===== src/hw/tci_pkg.sv =====
// Package for the timer/counter with interrupt entry and return stack.
// Assumes one instruction-cycle clock; sequencer drives one-cycle strobes.
package tci_pkg;
    // -----------------------------------------------------------------
    // Widths and timing
    // -----------------------------------------------------------------
    localparam int PRE_W = 6;
    localparam int CNT_W = 4;
    localparam int PAGE_W = 5;
    localparam int ADDR_W = 6;
    localparam int PC_W = PAGE_W + ADDR_W;
    localparam int STACK_DEPTH = 4;
    localparam int CLK_HZ = 10_000_000;
    localparam int PIN_MIN_NS = 200;
    localparam int PIN_MIN_CYC = (PIN_MIN_NS * (CLK_HZ / 1_000_000)
        + 999) / 1000;
    localparam logic [PRE_W-1:0] PRE_ZERO = 6'h00;
    localparam logic [PRE_W-1:0] PRE_MAX = 6'h3F;
    localparam logic [CNT_W-1:0] CNT_MAX = 4'hF;
    localparam logic [CNT_W-1:0] CNT_ZERO = 4'h0;
    localparam logic [PAGE_W-1:0] CALL_PAGE = 5'h00;
    // -----------------------------------------------------------------
    // Vectors and reset values
    // -----------------------------------------------------------------
    localparam logic [PC_W-1:0] INPUT_VEC = 11'h07F;
    localparam logic [PC_W-1:0] TIMER_VEC = 11'h03F;
    localparam logic [PC_W-1:0] PC_ZERO = 11'h000;
    localparam logic RST_MASK = 1'b1;
    localparam logic RST_FLAG = 1'b0;

    typedef enum logic {
        TCI_SRC_TIMER,
        TCI_SRC_PIN
    } tci_src_t;

    // Sequencer strobes, one cycle each
    typedef struct packed {
        logic load_counter_from_acc;
        logic load_counter_immediate;
        logic [CNT_W-1:0] load_value;
        logic set_mask;
        logic clear_mask;
        logic set_source;
        logic clear_source;
        logic call_page_zero;
        logic [ADDR_W-1:0] call_operand;
        logic return_from_call;
        logic return_from_irq;
        logic [PC_W-1:0] next_pc;
        logic [PC_W-1:0] current_pc;
        logic status_in;
        logic input_irq_event;
    } tci_cmd_t;

    typedef struct packed {
        logic [PC_W-1:0] pc_load_value;
        logic pc_load;
        logic status_set;
        logic irq_taken;
        logic test_timer_mask;
        logic [CNT_W-1:0] count;
        logic overflow;
        logic timer_irq_pending;
        logic input_irq_pending;
        logic irq_enable;
        tci_src_t count_source_select;
    } tci_rsp_t;

    typedef struct packed {
        logic [PRE_W-1:0] prescale;
        logic [CNT_W-1:0] count;
        logic [2:0] pin_sync;
        logic pin_level;
        logic mask;
        tci_src_t source;
        logic timer_pending;
        logic input_pending;
        logic irq_enable;
        logic overflow;
        logic irq_taken;
        logic pc_load;
        logic status_set;
        logic [PC_W-1:0] pc_value;
        logic [STACK_DEPTH-1:0][PC_W-1:0] stack;
    } tci_state_t;
endpackage


===== src/hw/tci_timer_irq.sv =====
// Timer/counter, interrupt acceptance and four-level return stack.
// Assumes sequencer strobes are single-cycle and on mclk; the count pin
// is asynchronous and is synchronised here.
module tci_timer_irq (
    // Clock and reset
    input wire logic mclk,
    input wire logic rst_n,
    // Sequencer side
    input tci_pkg::tci_cmd_t cmd,
    output tci_pkg::tci_rsp_t rsp,
    // External pins
    input wire logic ext_irq_pin_one,
    input wire logic ext_irq_pin_zero
);
    import tci_pkg::*;

    tci_state_t st;
    tci_state_t next_st;

    function automatic logic [STACK_DEPTH-1:0][PC_W-1:0] push_stack(
        input logic [STACK_DEPTH-1:0][PC_W-1:0] s,
        input logic [PC_W-1:0] v);
        push_stack = {s[STACK_DEPTH-2:0], v};
    endfunction

    // ---------------------------------------------------------------
    // Next state
    // ---------------------------------------------------------------
    logic pre_tick;
    logic pin_rise;
    logic cnt_tick;
    logic cnt_load;
    logic wrap;
    logic take_input;
    logic take_timer;
    logic timer_req;
    logic call_go;

    always_comb begin
        next_st = st;
        pre_tick = (st.prescale == PRE_MAX);
        // Pin level changes once second and third stages agree
        pin_rise = (st.pin_sync[2] == st.pin_sync[1]) && st.pin_sync[1]
            && !st.pin_level;
        cnt_tick = (st.source == TCI_SRC_PIN) ? pin_rise : pre_tick;
        cnt_load = cmd.load_counter_from_acc || cmd.load_counter_immediate;
        wrap = cnt_tick && !cnt_load && (st.count == CNT_MAX);
        timer_req = wrap && !st.mask;
        call_go = cmd.call_page_zero && cmd.status_in;
        take_input = st.irq_enable && st.input_pending;
        take_timer = st.irq_enable && !st.input_pending
            && st.timer_pending;

        next_st.pin_sync = {st.pin_sync[1:0], ext_irq_pin_one};
        if (st.pin_sync[2] == st.pin_sync[1]) begin
            next_st.pin_level = st.pin_sync[1];
        end

        // Free running, cleared only by a counter load
        next_st.prescale = st.prescale + 6'h01;
        if (cnt_load) begin
            next_st.prescale = PRE_ZERO;
            next_st.count = cmd.load_value;
        end else if (cnt_tick) begin
            next_st.count = st.count + 4'h1;
        end
        next_st.overflow = wrap;

        if (cmd.set_source) begin
            next_st.source = TCI_SRC_PIN;
        end else if (cmd.clear_source) begin
            next_st.source = TCI_SRC_TIMER;
        end

        if (cmd.set_mask) begin
            next_st.mask = 1'b1;
        end else if (cmd.clear_mask) begin
            next_st.mask = 1'b0;
        end
        if (timer_req) begin
            next_st.mask = 1'b1;
        end

        next_st.irq_taken = 1'b0;
        next_st.pc_load = 1'b0;
        next_st.status_set = 1'b0;
        if (take_input || take_timer) begin
            next_st.stack = push_stack(st.stack, cmd.current_pc);
            next_st.pc_value = take_input ? INPUT_VEC : TIMER_VEC;
            next_st.pc_load = 1'b1;
            next_st.irq_taken = 1'b1;
            next_st.irq_enable = 1'b0;
            if (take_input) begin
                next_st.input_pending = 1'b0;
            end else begin
                next_st.timer_pending = 1'b0;
            end
        end else if (call_go) begin
            next_st.stack = push_stack(st.stack, cmd.next_pc);
            next_st.pc_value = {CALL_PAGE, cmd.call_operand};
            next_st.pc_load = 1'b1;
        end else if (cmd.call_page_zero) begin
            next_st.status_set = 1'b1;
        end else if (cmd.return_from_call || cmd.return_from_irq) begin
            next_st.pc_value = st.stack[0];
            next_st.stack = {st.stack[0], st.stack[STACK_DEPTH-1:1]};
            next_st.pc_load = 1'b1;
            if (cmd.return_from_irq) begin
                next_st.irq_enable = 1'b1;
            end
        end
        // New requests win over the clear of an accepted one
        if (timer_req) begin
            next_st.timer_pending = 1'b1;
        end
        if (cmd.input_irq_event) begin
            next_st.input_pending = 1'b1;
        end
    end

    // ---------------------------------------------------------------
    // State register
    // ---------------------------------------------------------------
    always_ff @(posedge mclk) begin
        if (!rst_n) begin
            st.prescale <= PRE_ZERO;
            st.count <= CNT_ZERO;
            st.pin_sync <= 3'h0;
            st.pin_level <= 1'b0;
            st.mask <= RST_MASK;
            st.source <= TCI_SRC_TIMER;
            st.timer_pending <= RST_FLAG;
            st.input_pending <= RST_FLAG;
            st.irq_enable <= RST_FLAG;
            st.overflow <= 1'b0;
            st.irq_taken <= 1'b0;
            st.pc_load <= 1'b0;
            st.status_set <= 1'b0;
            st.pc_value <= PC_ZERO;
            st.stack <= '0;
        end else begin
            st <= next_st;
        end
    end

    always_comb begin
        rsp.pc_load_value = st.pc_value;
        rsp.pc_load = st.pc_load;
        rsp.status_set = st.status_set;
        rsp.irq_taken = st.irq_taken;
        rsp.test_timer_mask = st.mask;
        rsp.count = st.count;
        rsp.overflow = st.overflow;
        rsp.timer_irq_pending = st.timer_pending;
        rsp.input_irq_pending = st.input_pending;
        rsp.irq_enable = st.irq_enable;
        rsp.count_source_select = st.source;
    end
endmodule


===== config.mk =====
export PLATFORM = sky130hd
export DESIGN_NAME = tci_timer_irq
export DESIGN_NICKNAME = d
export VERILOG_FILES = /design/src/hw/tci_pkg.sv /design/src/hw/tci_timer_irq.sv
export SDC_FILE = /design/constraint.sdc
export NUM_CORES = 1
export LEC_CHECK = 0
export BUFFER_PORTS_ARGS = -buffer_cell sky130_fd_sc_hd__buf_2
export CAP_MARGIN = 20
export CELL_PAD_IN_SITES_DETAIL_PLACEMENT = 1
export CELL_PAD_IN_SITES_GLOBAL_PLACEMENT = 2
export CORE_MARGIN = 4
export CORE_UTILIZATION = 34
export DETAILED_ROUTE_END_ITERATION = 7
export PLACE_DENSITY_LB_ADDON = 0.05
export SYNTH_ARGS = -nofsm -noshare
export SYNTH_HDL_FRONTEND = slang
export SYNTH_SLANG_ARGS = --single-unit

===== constraint.sdc =====
create_clock -name mclk -period 3.05 [get_ports mclk]
set_input_delay 0.4575 -clock mclk [delete_from_list [all_inputs] [get_ports mclk]]
set_output_delay 0.4575 -clock mclk [all_outputs]
set_load 0.005 [all_outputs]

== Yosys cells after proc, flatten, opt, wreduce, memory -nomap -nowiden ==
Index checks and enable logic that the tools add are counted.
Word-level totals
  register bits after elaboration: 78
  bits of input ports: 47
  output and inout bits: 24
  logic and storage cells: 79
Cells by class
  add/sub/neg operators: 2
  equality and inequality tests: 5
  multiplexer cells: 21
  bitwise logic cells: 3
  reductions and logical operators: 30
Operators by type and width (count)
  two-way mux 55 bit: 4
  two-way mux 1 bit: 13
  nonzero test 2 bit: 5
  logical AND 1 bit: 9
  two-way mux 4 bit: 2
  two-way mux 7 bit: 1
  adder 6 x 1 -> 6 bit, second input constant: 1
  == test 6 bit, second input constant: 1
  AND reduction 2 bit: 3
  OR reduction 3 bit: 2
  adder 4 x 1 -> 4 bit, second input constant: 1
  == test 4 bit, second input constant: 1
  zero test 1 bit: 4
  AND reduction 4 bit: 1
  OR reduction 2 bit: 2
  logical OR 1 bit: 3
  != test 3 x 1 -> 1 bit, second input constant: 1
  inverter 1 bit: 3
  nonzero test 3 bit: 1
  two-way mux 2 bit: 1
  != test 2 x 1 -> 1 bit, second input constant: 1
  == test 1 bit: 1

== Logic depth before layout (Yosys ltp) ==
Gate-level depths: netlist of the first run.
  depth in word-level cells: 9
  mapped depth: 7
  gate-level depth less buffers: 5

== Worst setup path after synthesis of the first run ==
No wires, ideal clock.
  path kind: input -> register
  start: input cmd[32] in the netlist's numbering
  end: register st[10] in the netlist's numbering
  setup time: 92 ps
  arrival: 1384 ps
  data required time: 2958 ps
  slack: 1574 ps
  cell stages on the path: 6
  buffers on the path: 2
  path through: buf_2 > o21bai_4 > nand3_2 > nand2_1 > buf_2 > o32ai_1
Between the ends
  longest elaborated chain between the ends: 3
  elaborated cells on any way between the ends: 6
  classes of those cells: eq/ne: 1; mux: 2; reduce/logical: 3
RTL lines
  start, declared: line tci_timer_irq.sv:9  | input tci_pkg::tci_cmd_t cmd,
  logical AND 1 bit: line tci_timer_irq.sv:49  | call_go = cmd.call_page_zero && cmd.status_in;
  != test 3 x 1 -> 1 bit (no line) (tied with other cells)
  AND reduction 2 bit (no line) or two-way mux 55 bit (tied branches)
  end signal, assigned: line tci_timer_irq.sv:142  | st <= next_st;
  end, declared: line tci_timer_irq.sv:17  | tci_state_t st;
Parallel ways exist; a longest one is shown, timed or not.
A chain may end at the register's enable or synchronous reset.

== Final worst setup path of the first run ==
  start: input cmd[32] in the netlist's numbering
  end: register st[19] in the netlist's numbering
Same word-level chain as after synthesis.

==> summary.txt, run 1 <==
Global route
  • M3 GR Usage: 4.48%
  • Total global-route track usage: between 10% and 20%
  • Grt met1 use: about a fifth
  • Largest net degree at the start of global routing: 36
  • Initial antenna violation count: 0
  • First-pass GRT wire length: between 15000 and 20000 µm
  • Gr busiest metal: met2
  • Vias in the first global route: between 3000 and 4000
  • GRT overflow: 0
  • Met2 Usage GRT: just over 30%

Synthesis
  • Post-Synth XOR/XNOR Area: less than 1%
  • Dominant cells by area after synthesis: dfxtp_1 (44%), nand2_1 (11%), buf_4 (5.3%)
  • Post-synth EDFFs: 0
  • Yosys reg bits: 78
  • Ys flop type: dfxtp_1
  • Synth Area in Simple Gates: 23.5%
  • Adder-Cell Fraction of Synth Area: 1.06%
  • Synthesized area per cell: 8.12 µm²
  • Synthesized instance count: 438
  • Most common cell in the synthesized netlist: nand2_1
  • Largest family of logic cells by synthesized area: simple AND/OR/NAND/NOR gates
  • Synth Area in Compound Gates: between 20% and 30%
  • Unique masters post-synth: 39
  • Synth area leader: dfxtp_1
  • Synthesized net count: around 490
  • Register area share after synthesis: a little over two fifths
  • Cell Area, Synth: approximately 3600 µm²
  • Yosys warns: 0
  • Top cell type's share of synthesized area: 43.9%
  • Most common library cells after synthesis: nand2_1 (107), dfxtp_1 (78), nor2_1 (47), buf_4 (25), o21ai_0 (25)
  • Ys async rst share: 0%
  • Mux contribution to synthesized area: less than 1%

Critical path
  • Critical path arrival: about 2.0 ns
  • CP Class: in2reg
  • Reg2Reg Depth: 5
  • Crit. End Element: flip-flop
  • Required @ worst endpoint: ~3.3 ns
  • Crit-path max FO: 28
  • CP Launch Type: primary input

Routing
  • Vias per cell: just over 5
  • Final wirelength: a little under 10000 µm
  • Iter 0 DRT Violations: 120
  • Drt first pass iters: 4
  • Avg WL per Cell: 15.8 µm
  • # DRC: 0
  • Vias: 3135
  • Final ANT Viol Nets: 0

Power and ir drop
  • PD cells: between 500 and 600 nW/µm²
  • Peak supply drop: about 0.21 mV
  • Pleak: 1.60 nW
  • Power Total: between 2 and 2.5 mW

Layout
  • Final instance area: roughly 4000 µm²
  • # diodes: 0
  • Layout cells sized above 1: between 20% and 30%
  • Final Net Count: roughly 520
  • Synth-to-layout area growth: 13.5%
  • Fillers: approximately 1300

Place
  • Final HPWL DP: approximately 6800 µm
  • Post-place setup slack: between 0.9 and 1 ns
  • IO Port Bufs: 69
  • Area post-placement: 3830 µm²
  • Placer Congestion: between 0.7 and 0.8

STA
  • Measured slew at the worst slew-check pin: around 0.6 ns
  • Final worst slack: 1.31 ns
  • Setup TNS: 0 ns
  • Final Hold Violating Endpoints: 0
  • Pins Over Slew Limit: 0
  • RSZ-0062 raised after global routing: false
  • Clock skew: just under 0.01 ns
  • Period Utilization, post-route: between 50% and 60%
  • Final setup violation count: 0
  • Final Critical Period: roughly 1.7 ns
  • Max-slew headroom: about three fifths
  • Fmax: around 570 MHz

Die
  • I/O Pins: 71
  • Initial Utilization: about a third
  • Row count: 37
  • Die Wd: between 100 and 150 µm
  • Core area: between 10000 and 15000 µm²
  • Die ar.: about 12000 µm²
  • Die height: 110 µm

Clock tree
  • Worst-path clk slew: 0.08 ns
  • CTS tree: done
  • Post-CTS Setup Bufs: 0
  • CTS Root Cell: clkbuf_8
  • Post-CTS Resized: 0
  • Clock Sinks: just under 80
  • CTS buffer count: 9
  • Clock Tree Buf Depth: 2
  • Htree depth: 3
  • Hold-fix buffers, CTS: 0
  • Latest clock arrival within the worst-skew pair: around 0.34 ns

Outcome
  • Status: completed

Run
  • Max-cap viol count: 0

Min path
  • Hold depth: 2
  • HP Class: in2reg
[flip-flops by register name, indices dropped and copies added, names as in the netlist]
register	flops
next_st	2
st	52
rsp	24
[area by class of cell]
cell class / count / area [µm²] / area share [%]
well taps: 136 / 170 / 4.21
clock inverters: 4 / 72.6 / 1.80
multi-input cells: 299 / 1640 / 40.7
clock buffers: 10 / 138 / 3.41
repair buffers: 79 / 433 / 10.7
flip-flops and latches: 78 / 1560 / 38.7
inverters: 5 / 18.8 / 0.465
[cells by family after synthesis]
family          count (synthesis)
mux                             2
compound gates                 94
buf+inv                        61
fa+ha+maj                       3
simple gates                  196
xor+xnor                        4
flops                          78
[per-layer routing]
| metal | vias to the layer above | part of all wire (%) |
|---|---|---|
| met2 | 44 | 51 |
| met5 | - | 0 |
| li1 | 1566 | - |
| met1 | 1519 | 45 |
| met4 | 0 | 0.71 |
| met3 | 6 | 3.5 |
[critical path: stages]
cell,delay [ns]
buf_2,0.22
nand2_1,0.30
and2_4,0.42
buf_4,0.27
nor2_1,0.07
a311oi_2,0.25
[power breakdown]
group / total (mW) / leakage [nW] / switching, mW / internal, mW
Clock: 0.845 / 0.104 / 0.372 / 0.473
Sequential: 1.14 / 0.641 / 0.0500 / 1.09
Combinational: 0.283 / 0.851 / 0.165 / 0.118
[through the flow]
stage               utilization (%)  cells  hold WS, ns
floorplan                         -    438        0.412
global placement               37.2    597        0.415
detailed placement             37.2    597        0.425
CTS                            39.3    611        0.301
global route                   39.3    611        0.295
finish                         39.3    611        0.318
[layout by cell type, fill, tap and decap left out, types with 11 or more instances in the layout]
cell | Yosys | routed
a31oi_1 | 17 | 17
nor2_1 | 47 | 46
nand2_1 | 107 | 107
buf_2 | 12 | 69
and3_1 | 14 | 14
o32ai_1 | 11 | 11
dfxtp_1 | 78 | 78
o21ai_0 | 25 | 25
nand3_1 | 15 | 15
a311oi_1 | 15 | 15
[final timing paths]
kind / startpoint / end / slack (ns)
max: cmd[32] / st[19] / 1.31
min: ext_irq_pin_one / next_st[66] / 0.32
max reg2reg: rsp[2] / st[3] / 1.38
min reg2reg: next_st[66] / next_st[67] / 0.44
Power figures use the tool's default switching activity.
==> run 2: changes to the inputs <==
Settings changed: CORE_UTILIZATION 34 to 29.
Clock period 3.05 ns to 1.42 ns, I/O delays scaled along.
==> run 2 against run 1 <==
Effect of this change:
- wire length up 11%
- cell area grew 13%
- non-clock buffer count up 33
- global-route usage decreased by 1.1 points
- sequential share of layout area fell by 4.3 points
- via count increased by 5.8%
- sequential power rose by 110%
- sequential cell count unchanged
- clock power rose to 2.9 times the previous value
- critical path depth stayed put
- setup slack lost 1.3 ns
- critical endpoint is now rsp[6]
- largest cell class unchanged
==> summary.txt, run 2 (synthesis gave the netlist of run 1 again) <==
STA
  • Measured slew at the worst slew-check pin: 0.315 ns (-0.297 ns)
  • Hold WS: 0.0832 ns (-0.234 ns)
  • Final Critical Period: roughly 1.4 ns
  • Max-slew headroom: 79.0% (+20 points)
  • Fmax: about 700 MHz
  • Pins Over Slew Limit: 0 (unchanged)
  • Period Utilization, post-route: 99.2%
  • Final Hold Violating Endpoints: 0 (unchanged)
  • Final worst slack: 0.0115 ns (-1.30 ns)
  • RSZ-0062 raised after global routing: true
  • Final setup violation count: 0 (unchanged)
  • Clock skew: 0.00606 ns (-0.00379 ns)

Clock tree
  • Worst-path clk slew: 0.06 ns (-0.02 ns)
  • Htree depth: 3 (unchanged)
  • Clock Tree Buf Depth: 2 (unchanged)
  • CTS Root Cell: clkbuf_16
  • CTS buffer count: 9 (unchanged)
  • Latest clock arrival within the worst-skew pair: 0.34 ns (about the same)
  • CTS tree: done
  • Hold-fix buffers, CTS: 0 (unchanged)
  • Clock Sinks: 78 (unchanged)

Place
  • Final HPWL DP: 7520 µm (+10%)
  • Inst Count DP: 632 (+5.9%)
  • IO Port Bufs: 69 (unchanged)
  • Placer Congestion: 0.731 (-6.9%)
  • Post-place setup slack: -0.0365 ns (-0.998 ns)

Layout
  • Synth-to-layout area growth: 28.3%
  • Max reg flops: 52 (unchanged)
  • Non-filler cells, final: 656 (+7.4%)
  • Most frequent cells in the layout: nand2_1 (107), dfxtp_1 (73), buf_2 (69), nor2_1 (46), buf_4 (34)
  • Fillers: 1418 (+9.6%)
  • Layout cells sized above 1: 29.7% (+7.1 points)
  • Commonest non-fill, non-tap cell in the layout: nand2_1
  • # diodes: 0 (unchanged)
  • Largest Register: st
  • Final Net Count: 555 (+6.3%)

Die
  • I/O Pins: 71 (unchanged)
  • Core area: 12000 µm² (+17%)
  • Row count: 40 (+8.1%)
  • Die Wd: 119 µm (+7.7%)
  • Die height: 119 µm (+7.7%)
  • Initial Utilization: 29.6% (-5.0 points)
  • Die ar.: 14100 µm² (+16%)

Routing
  • Vias: 3316 (+5.8%)
  • Drt first pass iters: 4 (unchanged)
  • Iter 0 DRT Violations: 144 (+20%)
  • # DRC: 0 (unchanged)
  • Vias per cell: 5.05 (-1.5%)
  • Final wirelength: 10800 µm (+11%)
  • Final ANT Viol Nets: 0 (unchanged)
  • Avg WL per Cell: 16.4 µm (+3.7%)

Global route
  • Vias in the first global route: 3396 (+3.9%)
  • Met2 Usage GRT: 25.9% (-4.3 points)
  • First-pass GRT wire length: 17500 µm (+12%)
  • Total global-route track usage: 15.6% (-1.1 points)
  • M3 GR Usage: 4.55% (+0.061 points)
  • Largest net degree at the start of global routing: 34 (-5.6%)
  • Grt met1 use: 19.8% (+0.23 points)
  • Gr busiest metal: met2
  • GRT overflow: 0 (unchanged)
  • Initial antenna violation count: 0 (unchanged)

Outcome
  • Status: completed

Critical path
  • CP Launch Type: flip-flop
  • Worst Setup EP: rsp[6]
  • Reg2Reg Setup Slack: 0.01 ns (-1.37 ns)
  • Crit path from: next_st[67]
  • Crit. End Element: flip-flop
  • RR Endpoint: rsp[6]
  • Max incr delay on CP: 0.33 ns (-0.09 ns)
  • Required @ worst endpoint: 1.65 ns (-1.65 ns)
  • CP max-delay cell: dfxtp_2
  • CP Class: reg2reg
  • Critical-path cell list: ha_4 -> and2b_2 -> a32oi_1 -> buf_4 -> mux2i_1 -> a21oi_1
  • Reg2Reg Depth: 6 (+1)
  • Crit-path max FO: 5 (-82%)
  • Critical path arrival: 1.63 ns (-0.36 ns)
  • Reg2reg start: next_st[67]

Power and ir drop
  • Peak supply drop: 0.526 mV (+150%)
  • PD cells: 1230 nW/µm² (+120%)
  • Pleak: 1.85 nW (+16%)

Run
  • Max-cap viol count: 0 (unchanged)

Min path
  • HP Class: in2reg
## run 2: metrics by stage
stage | utilization, % | power [mW] | instance area (µm²) | setup TNS [ns]
6_report | 38.0 | 5.62 | 4560 | 0
3_5_place_dp | 33.9 | 3.19 | 4070 | -0.117
3_3_place_gp | 33.9 | 3.17 | 4070 | -0.00831
2_1_floorplan | - | 2.92 | 3560 | 0
5_1_grt | 38.0 | 5.91 | 4560 | -0.120
4_1_cts | 36.9 | 5.68 | 4440 | 0
## run 2: what timing repair did
| action | in CTS | in global routing |
|---|---|---|
| setup buffers | 2 | 4 |
| resized for setup | 5 | 10 |
| setup endpoints to repair | 14 | 24 |
| pin swaps | 4 | 14 |
| hold endpoints to repair | 0 | 0 |
| cloned | 1 | 2 |
## run 2: critical path, delay by kind of cell (launching register included)
kind | cells | cell delay, ns
simple gates | 1 | 0.22
fa+ha+maj | 1 | 0.14
compound gates | 2 | 0.25
flops | 1 | 0.33
mux | 1 | 0.19
buf+inv | 1 | 0.16
## run 2: metal layers
layer | routed length [µm] | share of wire, %
met1 | 5030 | 47
met2 | 5270 | 49
met4 | 97 | 0.90
met5 | 0 | 0
met3 | 385 | 3.6
## run 2: worst min path at each step
stage	startpoint	end	slack, ns	depth (start not counted)
2_1_floorplan	cmd[36]	rsp[9]	0.32	2
5_1_grt	ext_irq_pin_one	next_st[66]	0.07	2
3_5_place_dp	next_st[66]	next_st[67]	0.42	1
3_3_place_gp	cmd[0]	rsp[2]	0.42	3
6_report	cmd[36]	rsp[9]	0.08	3
4_1_cts	ext_irq_pin_one	next_st[66]	0.07	2
## run 2: cell type report
class                      instances  area, µm²  share of cell area (%)
multi-input combinational        299       1690                    37.0
sequential                        78       1570                    34.4
timing repair buffer             112        798                    17.5
clock buffer                      10        229                    5.02
tap                              147        184                    4.03
clock inverter                     5       75.1                    1.65
inverter                           5       18.8                   0.411
## run 2: where the power goes
group	internal, mW	leakage (nW)	switching [mW]
clock	1.52	0.152	0.908
combinational	0.358	1.06	0.394
sequential	2.34	0.643	0.107
total	4.21	1.85	1.41
==> run 3: changes to the inputs <==
Settings changed: CORE_ASPECT_RATIO set to 1.75, CORE_MARGIN 4 to 2.
==> run 3 against run 2 <==
Effect of this change:
- wire length grew 4.0%
- total power grew 1.5%
- sequential power is essentially flat
- sequential cell count is the same
- die area shrank 6.4%
- register-to-register slack is essentially flat
- critical path depth is the same
- global-route usage grew 2.4 points
- cell count grew 2.4%
- first-iteration DRC count shrank 24%
- clock skew grew 0.0012 ns
==> summary.txt, run 3 (synthesis gave the netlist of run 1 again) <==
Outcome
  • Status: completed

Critical path
  • Critical path arrival: 1.64 ns (about the same)
  • Crit-path max FO: 3 (-2)
  • CP max-delay cell: dfxtp_2
  • Crit. End Element: flip-flop
  • CP Launch Type: flip-flop
  • Reg2reg start: next_st[67]
  • CP Class: reg2reg
  • Reg2Reg Setup Slack: 0.01 ns (about the same)
  • Critical-path cell list: ha_4 -> and2b_2 -> a32oi_2 -> buf_4 -> xor2_1 -> a21oi_1
  • Crit path from: next_st[67]
  • Required @ worst endpoint: 1.65 ns (about the same)
  • Max incr delay on CP: 0.33 ns (about the same)

Place
  • Post-place setup slack: -0.123 ns (-0.0869 ns)
  • IO Port Bufs: 69 (unchanged)
  • Inst Count DP: 654 (+3.5%)
  • Final HPWL DP: 7920 µm (+5.4%)
  • Placer Congestion: 0.711 (-2.7%)
  • Area post-placement: 4120 µm² (+1.3%)

Min path
  • HP Class: in2reg
  • Hold_sp: ext_irq_pin_one

Clock tree
  • CTS tree: done
  • Hold-fix buffers, CTS: 0 (unchanged)
  • Htree depth: 3 (unchanged)
  • Clock Sinks: 78 (unchanged)
  • Latest clock arrival within the worst-skew pair: 0.34 ns (about the same)
  • Worst-path clk slew: 0.06 ns (about the same)
  • CTS buffer count: 9 (unchanged)
  • CTS Root Cell: clkbuf_16
  • Clock Tree Buf Depth: 2 (unchanged)

STA
  • Pins Over Slew Limit: 0 (unchanged)
  • Final Critical Period: 1.41 ns (-0.0000329 ns)
  • Max-slew headroom: 80.1% (+1.1 points)
  • RSZ-0062 raised after global routing: true
  • Period Utilization, post-route: 99.2% (about the same)
  • Final Hold Violating Endpoints: 0 (unchanged)
  • Final worst slack: 0.0115 ns (+0.0000329 ns)
  • Hold WS: 0.0744 ns (-0.00875 ns)
  • Measured slew at the worst slew-check pin: 0.295 ns (-0.0200 ns)
  • Fmax: 710 MHz (about the same)
  • Final setup violation count: 0 (unchanged)
  • Clock skew: 0.00724 ns (+0.00119 ns)

Global route
  • Vias in the first global route: 3588 (+5.7%)
  • Total global-route track usage: 18.0% (+2.4 points)
  • First-pass GRT wire length: 18200 µm (+3.8%)
  • Initial antenna violation count: 0 (unchanged)
  • GRT overflow: 0 (unchanged)
  • Largest net degree at the start of global routing: 45 (+32%)

Die
  • Initial Utilization: 29.6% (about the same)
  • Row count: 53 (+33%)
  • Die ar.: 13200 µm² (-6.4%)
  • Die Wd: 87.7 µm (-26%)
  • Die height: 151 µm (+27%)
  • Core area: 12000 µm² (about the same)
  • I/O Pins: 71 (unchanged)

Layout
  • Fillers: 1428 (+0.71%)
  • Final instance area: 4580 µm² (+0.36%)
  • Non-filler cells, final: 672 (+2.4%)
  • Commonest non-fill, non-tap cell in the layout: nand2_1
  • Max reg flops: 52 (unchanged)
  • # diodes: 0 (unchanged)
  • Most frequent cells in the layout: nand2_1 (107), dfxtp_1 (72), buf_2 (69), nor2_1 (44), buf_4 (34)
  • Layout cells sized above 1: 31.0% (+1.3 points)
  • Largest Register: st
  • Synth-to-layout area growth: 28.7%
  • Final Net Count: 553 (-0.36%)

Routing
  • Avg WL per Cell: 16.7 µm (+1.5%)
  • Vias per cell: 4.99 (-1.3%)
  • Vias: 3353 (+1.1%)
  • Final wirelength: 11200 µm (+4.0%)
  • # DRC: 0 (unchanged)
  • Iter 0 DRT Violations: 110 (-24%)
  • Drt first pass iters: 4 (unchanged)
  • Final ANT Viol Nets: 0 (unchanged)

Power and ir drop
  • PD cells: 1250 nW/µm² (+1.1%)
  • Pleak: 1.86 nW (+0.35%)
  • Power Total: 5.71 mW (+1.5%)
  • Peak supply drop: 0.554 mV (+5.3%)

Run
  • Max-cap viol count: 0 (unchanged)
run 3: changes by cell type in the layout (fill, tap and decap cells not counted), moves of 2 or more:
| cell | previous run | this run |
|---|---|---|
| nor2_2 | 1 | 3 |
| clkinv_2 | 3 | 0 |
| clkbuf_16 | 11 | 9 |
| clkinvlp_4 | 0 | 2 |
| a32oi_2 | 0 | 2 |
| nor2_1 | 46 | 44 |
run 3: worst paths after layout:
kind                                    end  depth (start not counted)
worst min-delay path            next_st[66]                          2
worst min register to register      rsp[22]                          2
worst max register to register       rsp[7]                          6
worst max-delay path                 rsp[7]                          6
run 3: cell type report:
cell class	instances	area [µm²]	share of cell area, %
clock buffers	10	239	5.22
clock inverters	5	83.8	1.83
inverters	5	18.8	0.410
multi-input cells	299	1720	37.5
flip-flops and latches	78	1570	34.3
well taps	165	206	4.51
repair buffers	110	744	16.3
run 3: repair_timing:
action,CTS,global route
gates cloned,1,0
resized for setup,10,11
pin swaps,5,7
endpoints found under the setup margin,12,28
hold endpoints to repair,0,0
buffers inserted,2,0
run 3: per-stage QoR:
| step | util (%) | TNS [ns] |
|---|---|---|
| 2_1_floorplan | - | 0 |
| 3_3_place_gp | 34.4 | -0.201 |
| 3_5_place_dp | 34.4 | -0.245 |
| 4_1_cts | 37.8 | 0 |
| 5_1_grt | 38.2 | -0.371 |
| 6_report | 38.2 | 0 |
run 3: per-layer routing:
layer	part of all wire, %	global-route usage [%]	up-vias
met4	1.4	5.15	0
met2	56	34.8	48
li1	-	-	1636
met5	0	0	-
met1	40	19.0	1658
met3	2.6	3.56	11
run 3: where the power goes:
| group | internal (mW) | leakage [nW] | switching [mW] | total, mW |
|---|---|---|---|---|
| clock network | 1.58 | 0.151 | 0.952 | 2.53 |
| logic | 0.335 | 1.06 | 0.401 | 0.736 |
| registers | 2.34 | 0.643 | 0.103 | 2.44 |
run 3: critical path, delay by kind of cell, from the launching register on:
family | cells | cell delay (ns)
adder cells (fa/ha/maj) | 1 | 0.14
AND/OR/NAND/NOR | 1 | 0.21
flip-flops | 1 | 0.33
XOR/XNOR | 1 | 0.15
buffers and inverters | 1 | 0.17
AO/OA/AOI/OAI | 2 | 0.30
